<file path="src/design/mapper_pkg.sv">
package mapper_pkg;
    localparam int CLOCK_HZ = 200_000_000;
    localparam int BAUD_SLOW = 9600;
    localparam int BAUD_FAST = 57600;
    localparam int SLOW_BIT_CYCLES = CLOCK_HZ / BAUD_SLOW;
    localparam int FAST_BIT_CYCLES = CLOCK_HZ / BAUD_FAST;
    localparam int POLL_PERIOD_MS = 10;
    localparam int POLL_CYCLES = (CLOCK_HZ / 1000) * POLL_PERIOD_MS;
    localparam int BIT_CNT_W = 16;
    localparam int DATA_BITS = 8;

    localparam logic [3:0] SEL_IMAGER = 4'h7;
    localparam logic [3:0] SEL_SCANNER = 4'h8;
    localparam logic [3:0] SEL_RFID = 4'h9;
    localparam logic [3:0] SEL_POSITION = 4'hA;

    localparam logic [7:0] CH_STX = 8'h02;
    localparam logic [7:0] CH_CR = 8'h0D;
    localparam logic [7:0] CH_LF = 8'h0A;
    localparam logic [7:0] CH_VERSION = 8'h76;
    localparam logic [7:0] CH_PLUS = 8'h2B;
    localparam logic [7:0] CH_MINUS = 8'h2D;
    localparam logic [7:0] CH_PARAM_RESET = 8'h52;
    localparam logic [7:0] CH_RESTART = 8'h48;
    localparam logic [7:0] POS_CODE_BASE = 8'h01;
    localparam logic [7:0] POS_REQ_CODE = 8'h08;

    localparam int CB_VERSION = 0;
    localparam int CB_GATE = 1;
    localparam int CB_POS_REQ = 3;
    localparam int CB_PARAM_RESET = 14;
    localparam int CB_RESTART = 15;
    localparam logic [15:0] MASK_IMAGER = 16'h0003;
    localparam logic [15:0] MASK_RFID = 16'hC003;
    localparam logic [15:0] MASK_POSITION = 16'h001F;
    localparam logic [15:0] MASK_POS_OTHER = 16'h0017;
    localparam logic [15:0] MASK_GATE = 16'h0002;
    localparam logic [15:0] MASK_PARAM_RESET = 16'h4000;

    localparam logic [11:0] ADDR_MODE = 12'h000;
    localparam logic [11:0] ADDR_CONTROL = 12'h004;
    localparam logic [11:0] ADDR_STATUS = 12'h008;
    localparam int MODE_CMD_BIT = 0;
    localparam int MODE_BRIDGED_BIT = 1;
    localparam logic [1:0] MODE_RESET = 2'h0;
    localparam logic [15:0] CONTROL_RESET = 16'h0000;
    localparam int STAT_BUSY_BIT = 0;
    localparam int STAT_AUTO_BIT = 1;
    localparam int STAT_FAST_BIT = 2;
    localparam int STAT_PROFILE_LSB = 4;
    localparam int STAT_PENDING_LSB = 16;
endpackage

</file>
<file path="src/design/tx_byte_if.sv">
`timescale 1ns/1ps
interface tx_byte_if;
    logic [7:0] data;
    logic valid;
    logic ready;
    logic [15:0] bit_cycles;
    modport src (output data, output valid, output bit_cycles, input ready);
    modport snk (input data, input valid, input bit_cycles, output ready);
endinterface

</file>
<file path="src/design/uart_tx.sv">
`timescale 1ns/1ps
module uart_tx
    import mapper_pkg::*;
(
    input wire logic clock,
    input wire logic rst_n,
    tx_byte_if.snk tx,
    output logic txd
);
    typedef enum logic [1:0] {TX_IDLE = 2'b00, TX_START = 2'b01, TX_DATA = 2'b10, TX_STOP = 2'b11} tx_state_t;
    tx_state_t state_ff, nxt_state;
    logic [7:0] shift_ff, nxt_shift;
    logic [2:0] bit_ff, nxt_bit;
    logic [BIT_CNT_W-1:0] cyc_ff, nxt_cyc;
    logic txd_ff, nxt_txd;
    logic bit_end;

    // ready only in idle, so the stop bit is always complete before the next byte
    assign tx.ready = (state_ff == TX_IDLE);
    assign txd = txd_ff;
    assign bit_end = (cyc_ff == tx.bit_cycles - 16'h0001);

    always_comb begin
        nxt_state = state_ff;
        nxt_shift = shift_ff;
        nxt_bit = bit_ff;
        nxt_cyc = bit_end ? 16'h0000 : cyc_ff + 16'h0001;
        nxt_txd = txd_ff;
        case (state_ff)
            TX_IDLE: begin
                nxt_cyc = 16'h0000;
                nxt_txd = 1'b1;
                if (tx.valid) begin
                    nxt_shift = tx.data;
                    nxt_txd = 1'b0;
                    nxt_state = TX_START;
                end
            end
            TX_START: begin
                if (bit_end) begin
                    nxt_txd = shift_ff[0];
                    nxt_bit = 3'h0;
                    nxt_state = TX_DATA;
                end
            end
            TX_DATA: begin
                if (bit_end) begin
                    nxt_bit = bit_ff + 3'h1;
                    nxt_shift = {1'b0, shift_ff[7:1]};
                    nxt_txd = shift_ff[1];
                    if (bit_ff == 3'(DATA_BITS - 1)) begin
                        nxt_txd = 1'b1;
                        nxt_state = TX_STOP;
                    end
                end
            end
            TX_STOP: begin
                if (bit_end) begin
                    nxt_state = TX_IDLE;
                end
            end
            default: nxt_state = TX_IDLE;
        endcase
    end

    always_ff @(posedge clock or negedge rst_n) begin
        if (!rst_n) begin
            state_ff <= TX_IDLE;
            shift_ff <= 8'h00;
            bit_ff <= 3'h0;
            cyc_ff <= 16'h0000;
            txd_ff <= 1'b1;
        end else begin
            state_ff <= nxt_state;
            shift_ff <= nxt_shift;
            bit_ff <= nxt_bit;
            cyc_ff <= nxt_cyc;
            txd_ff <= nxt_txd;
        end
    end
endmodule // uart_tx

</file>
<file path="src/design/poll_timer.sv">
`timescale 1ns/1ps
module poll_timer #(
    parameter int PERIOD = 2_000_000,
    parameter int CNT_W = 24
) (
    input wire logic clock,
    input wire logic rst_n,
    input wire logic enable,
    output logic tick
);
    logic [CNT_W-1:0] cnt_ff, nxt_cnt;
    logic tick_ff, nxt_tick;

    initial begin
        if (PERIOD < 2 || PERIOD > (2 ** CNT_W)) begin
            $error("poll_timer: period does not fit the counter");
        end
    end

    assign tick = tick_ff;

    always_comb begin
        nxt_tick = 1'b0;
        nxt_cnt = cnt_ff + 1'b1;
        if (!enable) begin
            nxt_cnt = '0;
        end else if (cnt_ff == CNT_W'(PERIOD - 1)) begin
            nxt_cnt = '0;
            nxt_tick = 1'b1;
        end
    end

    always_ff @(posedge clock or negedge rst_n) begin
        if (!rst_n) begin
            cnt_ff <= '0;
            tick_ff <= 1'b0;
        end else begin
            cnt_ff <= nxt_cnt;
            tick_ff <= nxt_tick;
        end
    end
endmodule // poll_timer

</file>
<file path="src/design/serial_profile_command_mapper.sv">
// Function
// - commands only while command mode bit set
// - profile chosen from selector positions 7,8,9,A
// - positions 7,9: 9600 8N1, STX data CR LF
// - position 7: bit0 'v', bit1 '+'
// - position 8: 9600 8N1, no commands
// - position 9: bit0 'v', bit1 '+'/'-'
// - position 9: bit14 'R', bit15 restart
// - position A: 57600 8N1, unframed binary
// - position A: bits 0-4 send doubled code
// - position A: auto position request every 10 ms
// - any other command stops auto requests
// - auto resumes on position request or restart
// - bit15 sends single-character restart; the code sends it framed as STX 'H' CR LF
//
// Decided for this implementation: the address map and the APB slave port.
`timescale 1ns/1ps
module serial_profile_command_mapper
    import mapper_pkg::*;
#(
    parameter int SLOW_CYCLES = SLOW_BIT_CYCLES,
    parameter int FAST_CYCLES = FAST_BIT_CYCLES,
    parameter int POLL_PERIOD = POLL_CYCLES
) (
    input wire logic clock,
    input wire logic resetn,
    input wire logic [3:0] profile_selector_switch,
    input wire logic psel,
    input wire logic penable,
    input wire logic pwrite,
    input wire logic [11:0] paddr,
    input wire logic [31:0] pwdata,
    output logic [31:0] prdata,
    output logic pready,
    output logic pslverr,
    output logic txd
);
    typedef enum logic [1:0] {SQ_IDLE = 2'b00, SQ_SEND = 2'b01, SQ_DRAIN = 2'b10} seq_state_t;

    initial begin
        if (SLOW_CYCLES < 2 || SLOW_CYCLES > 65535 || FAST_CYCLES < 2 || FAST_CYCLES > 65535) begin
            $error("bit time does not fit the bit counter");
        end
    end

    logic rst_meta_ff, rst_sync_ff, rst_n;
    always_ff @(posedge clock or negedge resetn) begin
        if (!resetn) begin
            rst_meta_ff <= 1'b0;
            rst_sync_ff <= 1'b0;
        end else begin
            rst_meta_ff <= 1'b1;
            rst_sync_ff <= rst_meta_ff;
        end
    end
    assign rst_n = rst_sync_ff;

    tx_byte_if tx ();
    logic poll_tick;

    // register bus
    logic [1:0] mode_ff, nxt_mode;
    logic [15:0] ctl_ff, nxt_ctl;
    logic [31:0] prdata_ff, nxt_prdata;
    logic pready_ff, nxt_pready, pslverr_ff, nxt_pslverr;
    logic [31:0] status;
    logic access;

    // command queue
    logic [3:0] profile_ff;
    logic [15:0] prev_ff, pend_ff, nxt_pend, rise, fall, set_mask, clr_mask;
    logic gate_dir_ff, nxt_gate_dir, auto_ff, nxt_auto, auto_pend_ff, nxt_auto_pend;
    logic [15:0] bit_cycles_ff, nxt_bit_cycles;

    // sequencer
    seq_state_t sq_ff, nxt_sq;
    logic [7:0] seq_ff [4];
    logic [7:0] nxt_seq [4];
    logic [1:0] pos_ff, nxt_pos;
    logic [2:0] len_ff, nxt_len;
    logic load, found, pick_auto, last_byte;
    logic [3:0] pick;
    logic [7:0] ch;

    assign access = psel && penable && !pready_ff;
    assign status = {pend_ff, 8'h00, profile_ff, 1'b0, (profile_ff == SEL_POSITION), auto_ff, (sq_ff != SQ_IDLE)};
    assign prdata = prdata_ff;
    assign pready = pready_ff;
    assign pslverr = pslverr_ff;

    always_comb begin
        nxt_mode = mode_ff;
        nxt_ctl = ctl_ff;
        nxt_prdata = prdata_ff;
        nxt_pslverr = 1'b0;
        nxt_pready = access;
        if (access) begin
            nxt_prdata = 32'h0000_0000;
            case (paddr)
                ADDR_MODE: begin
                    if (pwrite) begin
                        nxt_mode = pwdata[1:0];
                    end
                    nxt_prdata = {30'h0000_0000, mode_ff};
                end
                ADDR_CONTROL: begin
                    if (pwrite) begin
                        nxt_ctl = pwdata[15:0];
                    end
                    nxt_prdata = {16'h0000, ctl_ff};
                end
                ADDR_STATUS: nxt_prdata = status;
                default: nxt_pslverr = 1'b1;
            endcase
        end
    end

    always_ff @(posedge clock or negedge rst_n) begin
        if (!rst_n) begin
            mode_ff <= MODE_RESET;
            ctl_ff <= CONTROL_RESET;
            prdata_ff <= 32'h0000_0000;
            pready_ff <= 1'b0;
            pslverr_ff <= 1'b0;
        end else begin
            mode_ff <= nxt_mode;
            ctl_ff <= nxt_ctl;
            prdata_ff <= nxt_prdata;
            pready_ff <= nxt_pready;
            pslverr_ff <= nxt_pslverr;
        end
    end

    // lowest control bit wins; automatic polling only fills idle time
    always_comb begin
        found = 1'b0;
        pick = 4'h0;
        for (int i = 15; i >= 0; i--) begin
            if (pend_ff[i]) begin
                found = 1'b1;
                pick = 4'(i);
            end
        end
    end
    assign load = (sq_ff == SQ_IDLE) && tx.ready && (found || auto_pend_ff);
    assign pick_auto = !found;

    always_comb begin
        rise = ctl_ff & ~prev_ff;
        fall = ~ctl_ff & prev_ff;
        set_mask = 16'h0000;
        if (mode_ff[MODE_CMD_BIT]) begin
            case (profile_ff)
                SEL_IMAGER: set_mask = rise & MASK_IMAGER;
                SEL_RFID: begin
                    set_mask = (rise & MASK_RFID) | (fall & MASK_GATE);
                    if (mode_ff[MODE_BRIDGED_BIT]) begin
                        set_mask = set_mask & ~MASK_PARAM_RESET;
                    end
                end
                SEL_POSITION: set_mask = rise & MASK_POSITION;
                default: set_mask = 16'h0000;
            endcase
        end
        clr_mask = 16'h0000;
        if (load && !pick_auto) begin
            clr_mask[pick] = 1'b1;
        end
        // a new edge on the bit being sent stays queued
        nxt_pend = (pend_ff & ~clr_mask) | set_mask;
        nxt_gate_dir = gate_dir_ff;
        if (set_mask[CB_GATE]) begin
            nxt_gate_dir = rise[CB_GATE];
        end
        nxt_auto = auto_ff;
        if (profile_ff == SEL_POSITION) begin
            if (|(set_mask & MASK_POS_OTHER)) begin
                nxt_auto = 1'b0;
            end else if (set_mask[CB_POS_REQ]) begin
                nxt_auto = 1'b1;
            end
        end
        nxt_auto_pend = auto_pend_ff;
        if (load && pick_auto) begin
            nxt_auto_pend = 1'b0;
        end
        if (poll_tick && auto_ff && profile_ff == SEL_POSITION) begin
            nxt_auto_pend = 1'b1;
        end
        if (!nxt_auto) begin
            nxt_auto_pend = 1'b0;
        end
        nxt_bit_cycles = (profile_ff == SEL_POSITION) ? 16'(FAST_CYCLES) : 16'(SLOW_CYCLES);
    end

    always_ff @(posedge clock or negedge rst_n) begin
        if (!rst_n) begin
            profile_ff <= 4'h0;
            prev_ff <= 16'h0000;
            pend_ff <= 16'h0000;
            gate_dir_ff <= 1'b1;
            auto_ff <= 1'b1;
            auto_pend_ff <= 1'b0;
            bit_cycles_ff <= 16'(SLOW_CYCLES);
        end else begin
            profile_ff <= profile_selector_switch;
            prev_ff <= ctl_ff;
            pend_ff <= nxt_pend;
            gate_dir_ff <= nxt_gate_dir;
            auto_ff <= nxt_auto;
            auto_pend_ff <= nxt_auto_pend;
            bit_cycles_ff <= nxt_bit_cycles;
        end
    end

    always_comb begin
        case (pick)
            4'(CB_VERSION): ch = CH_VERSION;
            4'(CB_GATE): ch = (profile_ff == SEL_RFID && !gate_dir_ff) ? CH_MINUS : CH_PLUS;
            4'(CB_PARAM_RESET): ch = CH_PARAM_RESET;
            4'(CB_RESTART): ch = CH_RESTART;
            default: ch = CH_PLUS;
        endcase
    end

    assign last_byte = ({1'b0, pos_ff} == len_ff - 3'h1);
    assign tx.valid = (sq_ff == SQ_SEND);
    assign tx.data = seq_ff[pos_ff];
    assign tx.bit_cycles = bit_cycles_ff;

    always_comb begin
        nxt_sq = sq_ff;
        nxt_pos = pos_ff;
        nxt_len = len_ff;
        nxt_seq = seq_ff;
        case (sq_ff)
            SQ_IDLE: begin
                if (load) begin
                    nxt_pos = 2'h0;
                    nxt_sq = SQ_SEND;
                    if (pick_auto) begin
                        nxt_seq = '{POS_REQ_CODE, POS_REQ_CODE, 8'h00, 8'h00};
                        nxt_len = 3'h2;
                    end else if (profile_ff == SEL_POSITION) begin
                        nxt_seq = '{POS_CODE_BASE << pick, POS_CODE_BASE << pick, 8'h00, 8'h00};
                        nxt_len = 3'h2;
                    end else begin
                        nxt_seq = '{CH_STX, ch, CH_CR, CH_LF};
                        nxt_len = 3'h4;
                    end
                end
            end
            SQ_SEND: begin
                if (tx.ready) begin
                    nxt_pos = pos_ff + 2'h1;
                    if (last_byte) begin
                        nxt_sq = SQ_DRAIN;
                    end
                end
            end
            SQ_DRAIN: begin
                if (tx.ready) begin
                    nxt_sq = SQ_IDLE;
                end
            end
            default: nxt_sq = SQ_IDLE;
        endcase
    end

    always_ff @(posedge clock or negedge rst_n) begin
        if (!rst_n) begin
            sq_ff <= SQ_IDLE;
            pos_ff <= 2'h0;
            len_ff <= 3'h0;
            seq_ff <= '{8'h00, 8'h00, 8'h00, 8'h00};
        end else begin
            sq_ff <= nxt_sq;
            pos_ff <= nxt_pos;
            len_ff <= nxt_len;
            seq_ff <= nxt_seq;
        end
    end

    uart_tx u_uart_tx (
        .clock(clock),
        .rst_n(rst_n),
        .tx(tx.snk),
        .txd(txd)
    );

    poll_timer #(.PERIOD(POLL_PERIOD), .CNT_W(24)) u_poll_timer (
        .clock(clock),
        .rst_n(rst_n),
        .enable(auto_ff && profile_ff == SEL_POSITION),
        .tick(poll_tick)
    );
endmodule // serial_profile_command_mapper

</file>
<file path="config.mk">
export PLATFORM = sky130hd
export DESIGN_NAME = serial_profile_command_mapper
export DESIGN_NICKNAME = d
export VERILOG_FILES = /design/src/design/mapper_pkg.sv /design/src/design/tx_byte_if.sv /design/src/design/uart_tx.sv /design/src/design/poll_timer.sv /design/src/design/serial_profile_command_mapper.sv
export SDC_FILE = /design/constraint.sdc
export NUM_CORES = 1
export LEC_CHECK = 0
export ABC_AREA = 1
export BUFFER_PORTS_ARGS = -buffer_cell sky130_fd_sc_hd__buf_2
export CAP_MARGIN = 40
export CORE_MARGIN = 1
export CORE_UTILIZATION = 58
export CTS_BUF_LIST = sky130_fd_sc_hd__clkbuf_8
export DETAILED_ROUTE_END_ITERATION = 7
export PLACE_DENSITY = 0.79
export RECOVER_POWER = 100
export SETUP_SLACK_MARGIN = 0.4
export SYNTH_ARGS = -nofsm -noshare
export SYNTH_HDL_FRONTEND = slang
export SYNTH_SLANG_ARGS = --single-unit
export TNS_END_PERCENT = 100
</file>
<file path="constraint.sdc">
create_clock -name clock -period 6.35 [get_ports clock]
set_clock_uncertainty 0.15 [all_clocks]
set_input_delay 0 -clock clock [delete_from_list [all_inputs] [get_ports clock]]
set_output_delay 0 -clock clock [all_outputs]
set_load 0.02 [all_outputs]
</file>
==> flow_summary.toml <==
[synthesis]
synth-edff-count = 0
ys_ff_latch = 162
synth_area_sq_mm = 0.00773
synth_most_common_cell = "nand2_1"
yosysUniqueCellTypes = 49
synth_area_leaders = "dfrtp_1, nand2_1, inv_1"
synth_cells = 896
ys_top_cells_by_count = "nand2_1, dfrtp_1, inv_1, nor2_1, o21ai_0"
synth_ff_type = "dfrtp_1"
post_synth.cell_area_avg_sq_um = 8.63
synth-async-reset-ratio = 1.00
synth-seq-area-share = 0.525
synth_top_area_frac = 0.511
synth_nets = 961
yosysTopAreaCell = "dfrtp_1"
yosys_warnings = 0

[place]
dp_slack_ns = 3.50
port_buffers = 71
place.gp.congestion = 0.837
hpwl_microns = 11600

[critical_path]
crit_arrival_ns = 4.12
critPathKind = "flip-flop to flip-flop"
crit_fanout = 15
path_delay_family = "compound AO/OA/AOI/OAI gates"
cp-start-kind = "flip-flop"
crit_chain = "ha_1 -> nand3_1 -> nor3b_1 -> nand2_2 -> o41ai_1 -> o21bai_1 -> nor2_1"
rrSetupSlack_ns = 2.44
reg2reg_depth = 7
setup.worst_path.end_class = "flip-flop"
max_stage_delay_ns = 2.10
cp_slowest_cell = "o41ai_1"
required_ns = 6.56
rr_startpoint = "u_poll_timer.cnt_ff[0]$_DFF_PN0_"
reg2reg_to = "u_poll_timer.cnt_ff[19]$_DFF_PN0_"
critical_path_buf_inv_count = 0

[grt]
grt_use_met3 = 0.0620
first_global_vias = 6585
grtUsageTotal = 0.277
grt_first_pass_wirelength_microns = 30800
grt_start_max_net_pins = 67
gr-total-overflow = 0
met2_usage = 0.442
grt_busiest_layer = "met2"
antenna_found_initial = 0
grtUsageMet1 = 0.362

[clocking]
cts_max_path_buffers = 2
cts_tree = "yes"
clk_pin_slew_ns = 0.09
numCtsBuffers = 17
cts.sinks = 162
cts_resized = 0
htreeDepth = 4
clockRootBuffer = "clkbuf_8"
insertion_delay_ns = 0.47

[route]
drcViolationCount = 0
drtIter0Drc = 604
via_count = 6524
wl_per_cell_microns = 14.9
dr.pass1.iters = 6
routed_wl_microns = 17800
viasPerCell = 5.49
drtAntennaViolNets = 0

[timing]
period_minus_slack_ns = 3.91
rsz0062_at_grt = "no"
finalHoldViolCount = 0
period_share = 0.616
setup_ws_ns = 2.44
fmax_mhz = 256
max_slew_margin = -0.747
setup_viol = 0
tns_ns = 0
slew_violations = 55
worst_slew_pin_slew_ns = 2.59

[floorplan]
fp.dieH_microns = 117
io-pin-count = 88
start_util = 0.603
coreArea_sq_mm = 0.0128
core.rowCount = 41
die_area_sq_mm = 0.0138
die_w_microns = 117

[power]
power.share.switching = 0.345
clkPwrFrac = 0.296
peakVddDrop_mv = 0.189
p_int_uw = 1730
pwr_density_cell_mw_per_mm2 = 296
p_switching_uw = 913
combPwrFrac = 0.246
power.leakage_uw = 0.00430
power_frac_seq = 0.458

[outcome]
outcome = "complete, but fails checks"
failed_checks = "capacitance limit, slew limit"

[final_layout]
fin_util = 0.697
area.growth.synth_to_final_pct = 15.7
diodes = 0
nNetsFinal = 1068
num-fill-cells = 992
drive_above_1_share = 0.0984

[job]
cap_viol_max_count = 2

[min_path]
hold_path_depth = 2
hp-start = "profile_selector_switch[2]"
hp-class = "input pin to flip-flop"
worst_hold_path.endpoint = "profile_ff[2]$_DFF_PN0_"
flip-flops by register name (all words and copies together), names as in the netlist, 2 cells and up:
signal	cells
sq_ff	2
ctl_ff	16
u_uart_tx.cyc_ff	16
u_uart_tx.state_ff	2
u_uart_tx.shift_ff	8
pend_ff	16
prev_ff	7
u_uart_tx.bit_ff	3
bit_cycles_ff	2
prdata	32
seq_ff	16
profile_ff	4
mode_ff	2
pos_ff	2
u_poll_timer.cnt_ff	24
worst max-delay path by stage:
stage,cells after the start,slack (ns),endpoint,start
detailed placement,8,3.50,u_uart_tx.shift_ff[4]$_DFFE_PN0P_,bit_cycles_ff[12]$_DFF_PN1_
CTS,8,3.45,u_uart_tx.shift_ff[4]$_DFFE_PN0P_,bit_cycles_ff[12]$_DFF_PN1_
global placement,8,3.51,u_uart_tx.shift_ff[4]$_DFFE_PN0P_,bit_cycles_ff[12]$_DFF_PN1_
global route,7,2.14,u_poll_timer.cnt_ff[19]$_DFF_PN0_,u_poll_timer.cnt_ff[0]$_DFF_PN0_
floorplan,0,1.36,auto_pend_ff$_DFFE_PN0P_,rst_n$_DFF_PN0_
finish,7,2.44,u_poll_timer.cnt_ff[19]$_DFF_PN0_,u_poll_timer.cnt_ff[0]$_DFF_PN0_
cell type report:
cell class | count | area, sq um | area share
clock buffers | 19 | 262 | 0.0292
clock inverters | 13 | 148 | 0.0165
inverters | 129 | 484 | 0.0541
multi-input cells | 584 | 3070 | 0.344
flip-flops and latches | 162 | 4060 | 0.454
well taps | 172 | 215 | 0.0241
repair buffers | 109 | 704 | 0.0788
power by group through the flow:
stage / Clock, uW / Combinational (uW) / Sequential (uW)
after floorplan: 0 / 479 / 1230
after CTS: 793 / 653 / 1210
final: 784 / 649 / 1210
after global placement: 0 / 609 / 1230
after detailed placement: 0 / 637 / 1230
after global routing: 835 / 765 / 1230
cell usage in the layout, fill, tap and decap left out, types with 3 or more instances in the layout:
master	Yosys	routed
nor2_1	97	98
nor2_4	3	3
inv_6	0	4
dlygate4sd3_1	0	33
a221oi_1	4	4
ha_1	12	12
a21oi_1	41	41
buf_2	2	36
dfrtp_1	158	158
nand2_2	4	3
o22ai_1	11	11
nor3b_1	8	9
nor4_1	11	11
xor2_1	10	10
o21ai_0	47	48
nor2_2	4	3
inv_1	125	128
nor3_1	30	30
clkbuf_1	19	37
a31oi_1	3	3
a22o_1	7	7
xnor2_1	8	8
o31ai_1	25	25
nand2_1	178	179
clkbuf_8	0	19
dfstp_2	4	3
nand3_1	33	34
nor3_2	5	5
nand4_1	9	9
what timing repair did:
| action | 4_1_cts | 5_1_grt |
|---|---|---|
| setup buffers | 0 | 0 |
| endpoints found under the hold margin | 30 | 0 |
| hold buffers | 33 | 0 |
| setup endpoints to repair | 0 | 0 |
logic make-up (layout without fill, tap and decap cells):
| logic type | after synthesis | in the layout | share of synthesized area |
|---|---|---|---|
| compound gates | 152 | 152 | 0.122 |
| xor+xnor | 18 | 18 | 0.0204 |
| fa+ha+maj | 12 | 12 | 0.0194 |
| buf+inv | 150 | 270 | 0.0732 |
| flops | 162 | 162 | 0.525 |
| mux | 2 | 2 | 0.00291 |
| other cells | 1 | 1 | 0.000485 |
| simple gates | 399 | 399 | 0.237 |
metrics by stage:
stage / cell area, sq um / power (uW) / hold WS [ns] / cells
after CTS: 9040 / 2660 / 0.00295 / 1188
after global routing: 8940 / 2830 / 0.0131 / 1188
final: 8940 / 2640 / 0.0270 / 1188
after detailed placement: 8300 / 1870 / -0.363 / 1123
after floorplan: 7730 / 1710 / -0.446 / 896
after global placement: 8240 / 1840 / -0.365 / 1120
metal layers:
layer / vias up / share of wire
met1: 3115 / 0.44
met5: - / 0
met3: 37 / 0.055
met2: 214 / 0.48
met4: 0 / 0.027
li1: 3158 / -
No activity file was read; power rests on OpenSTA's default activity.
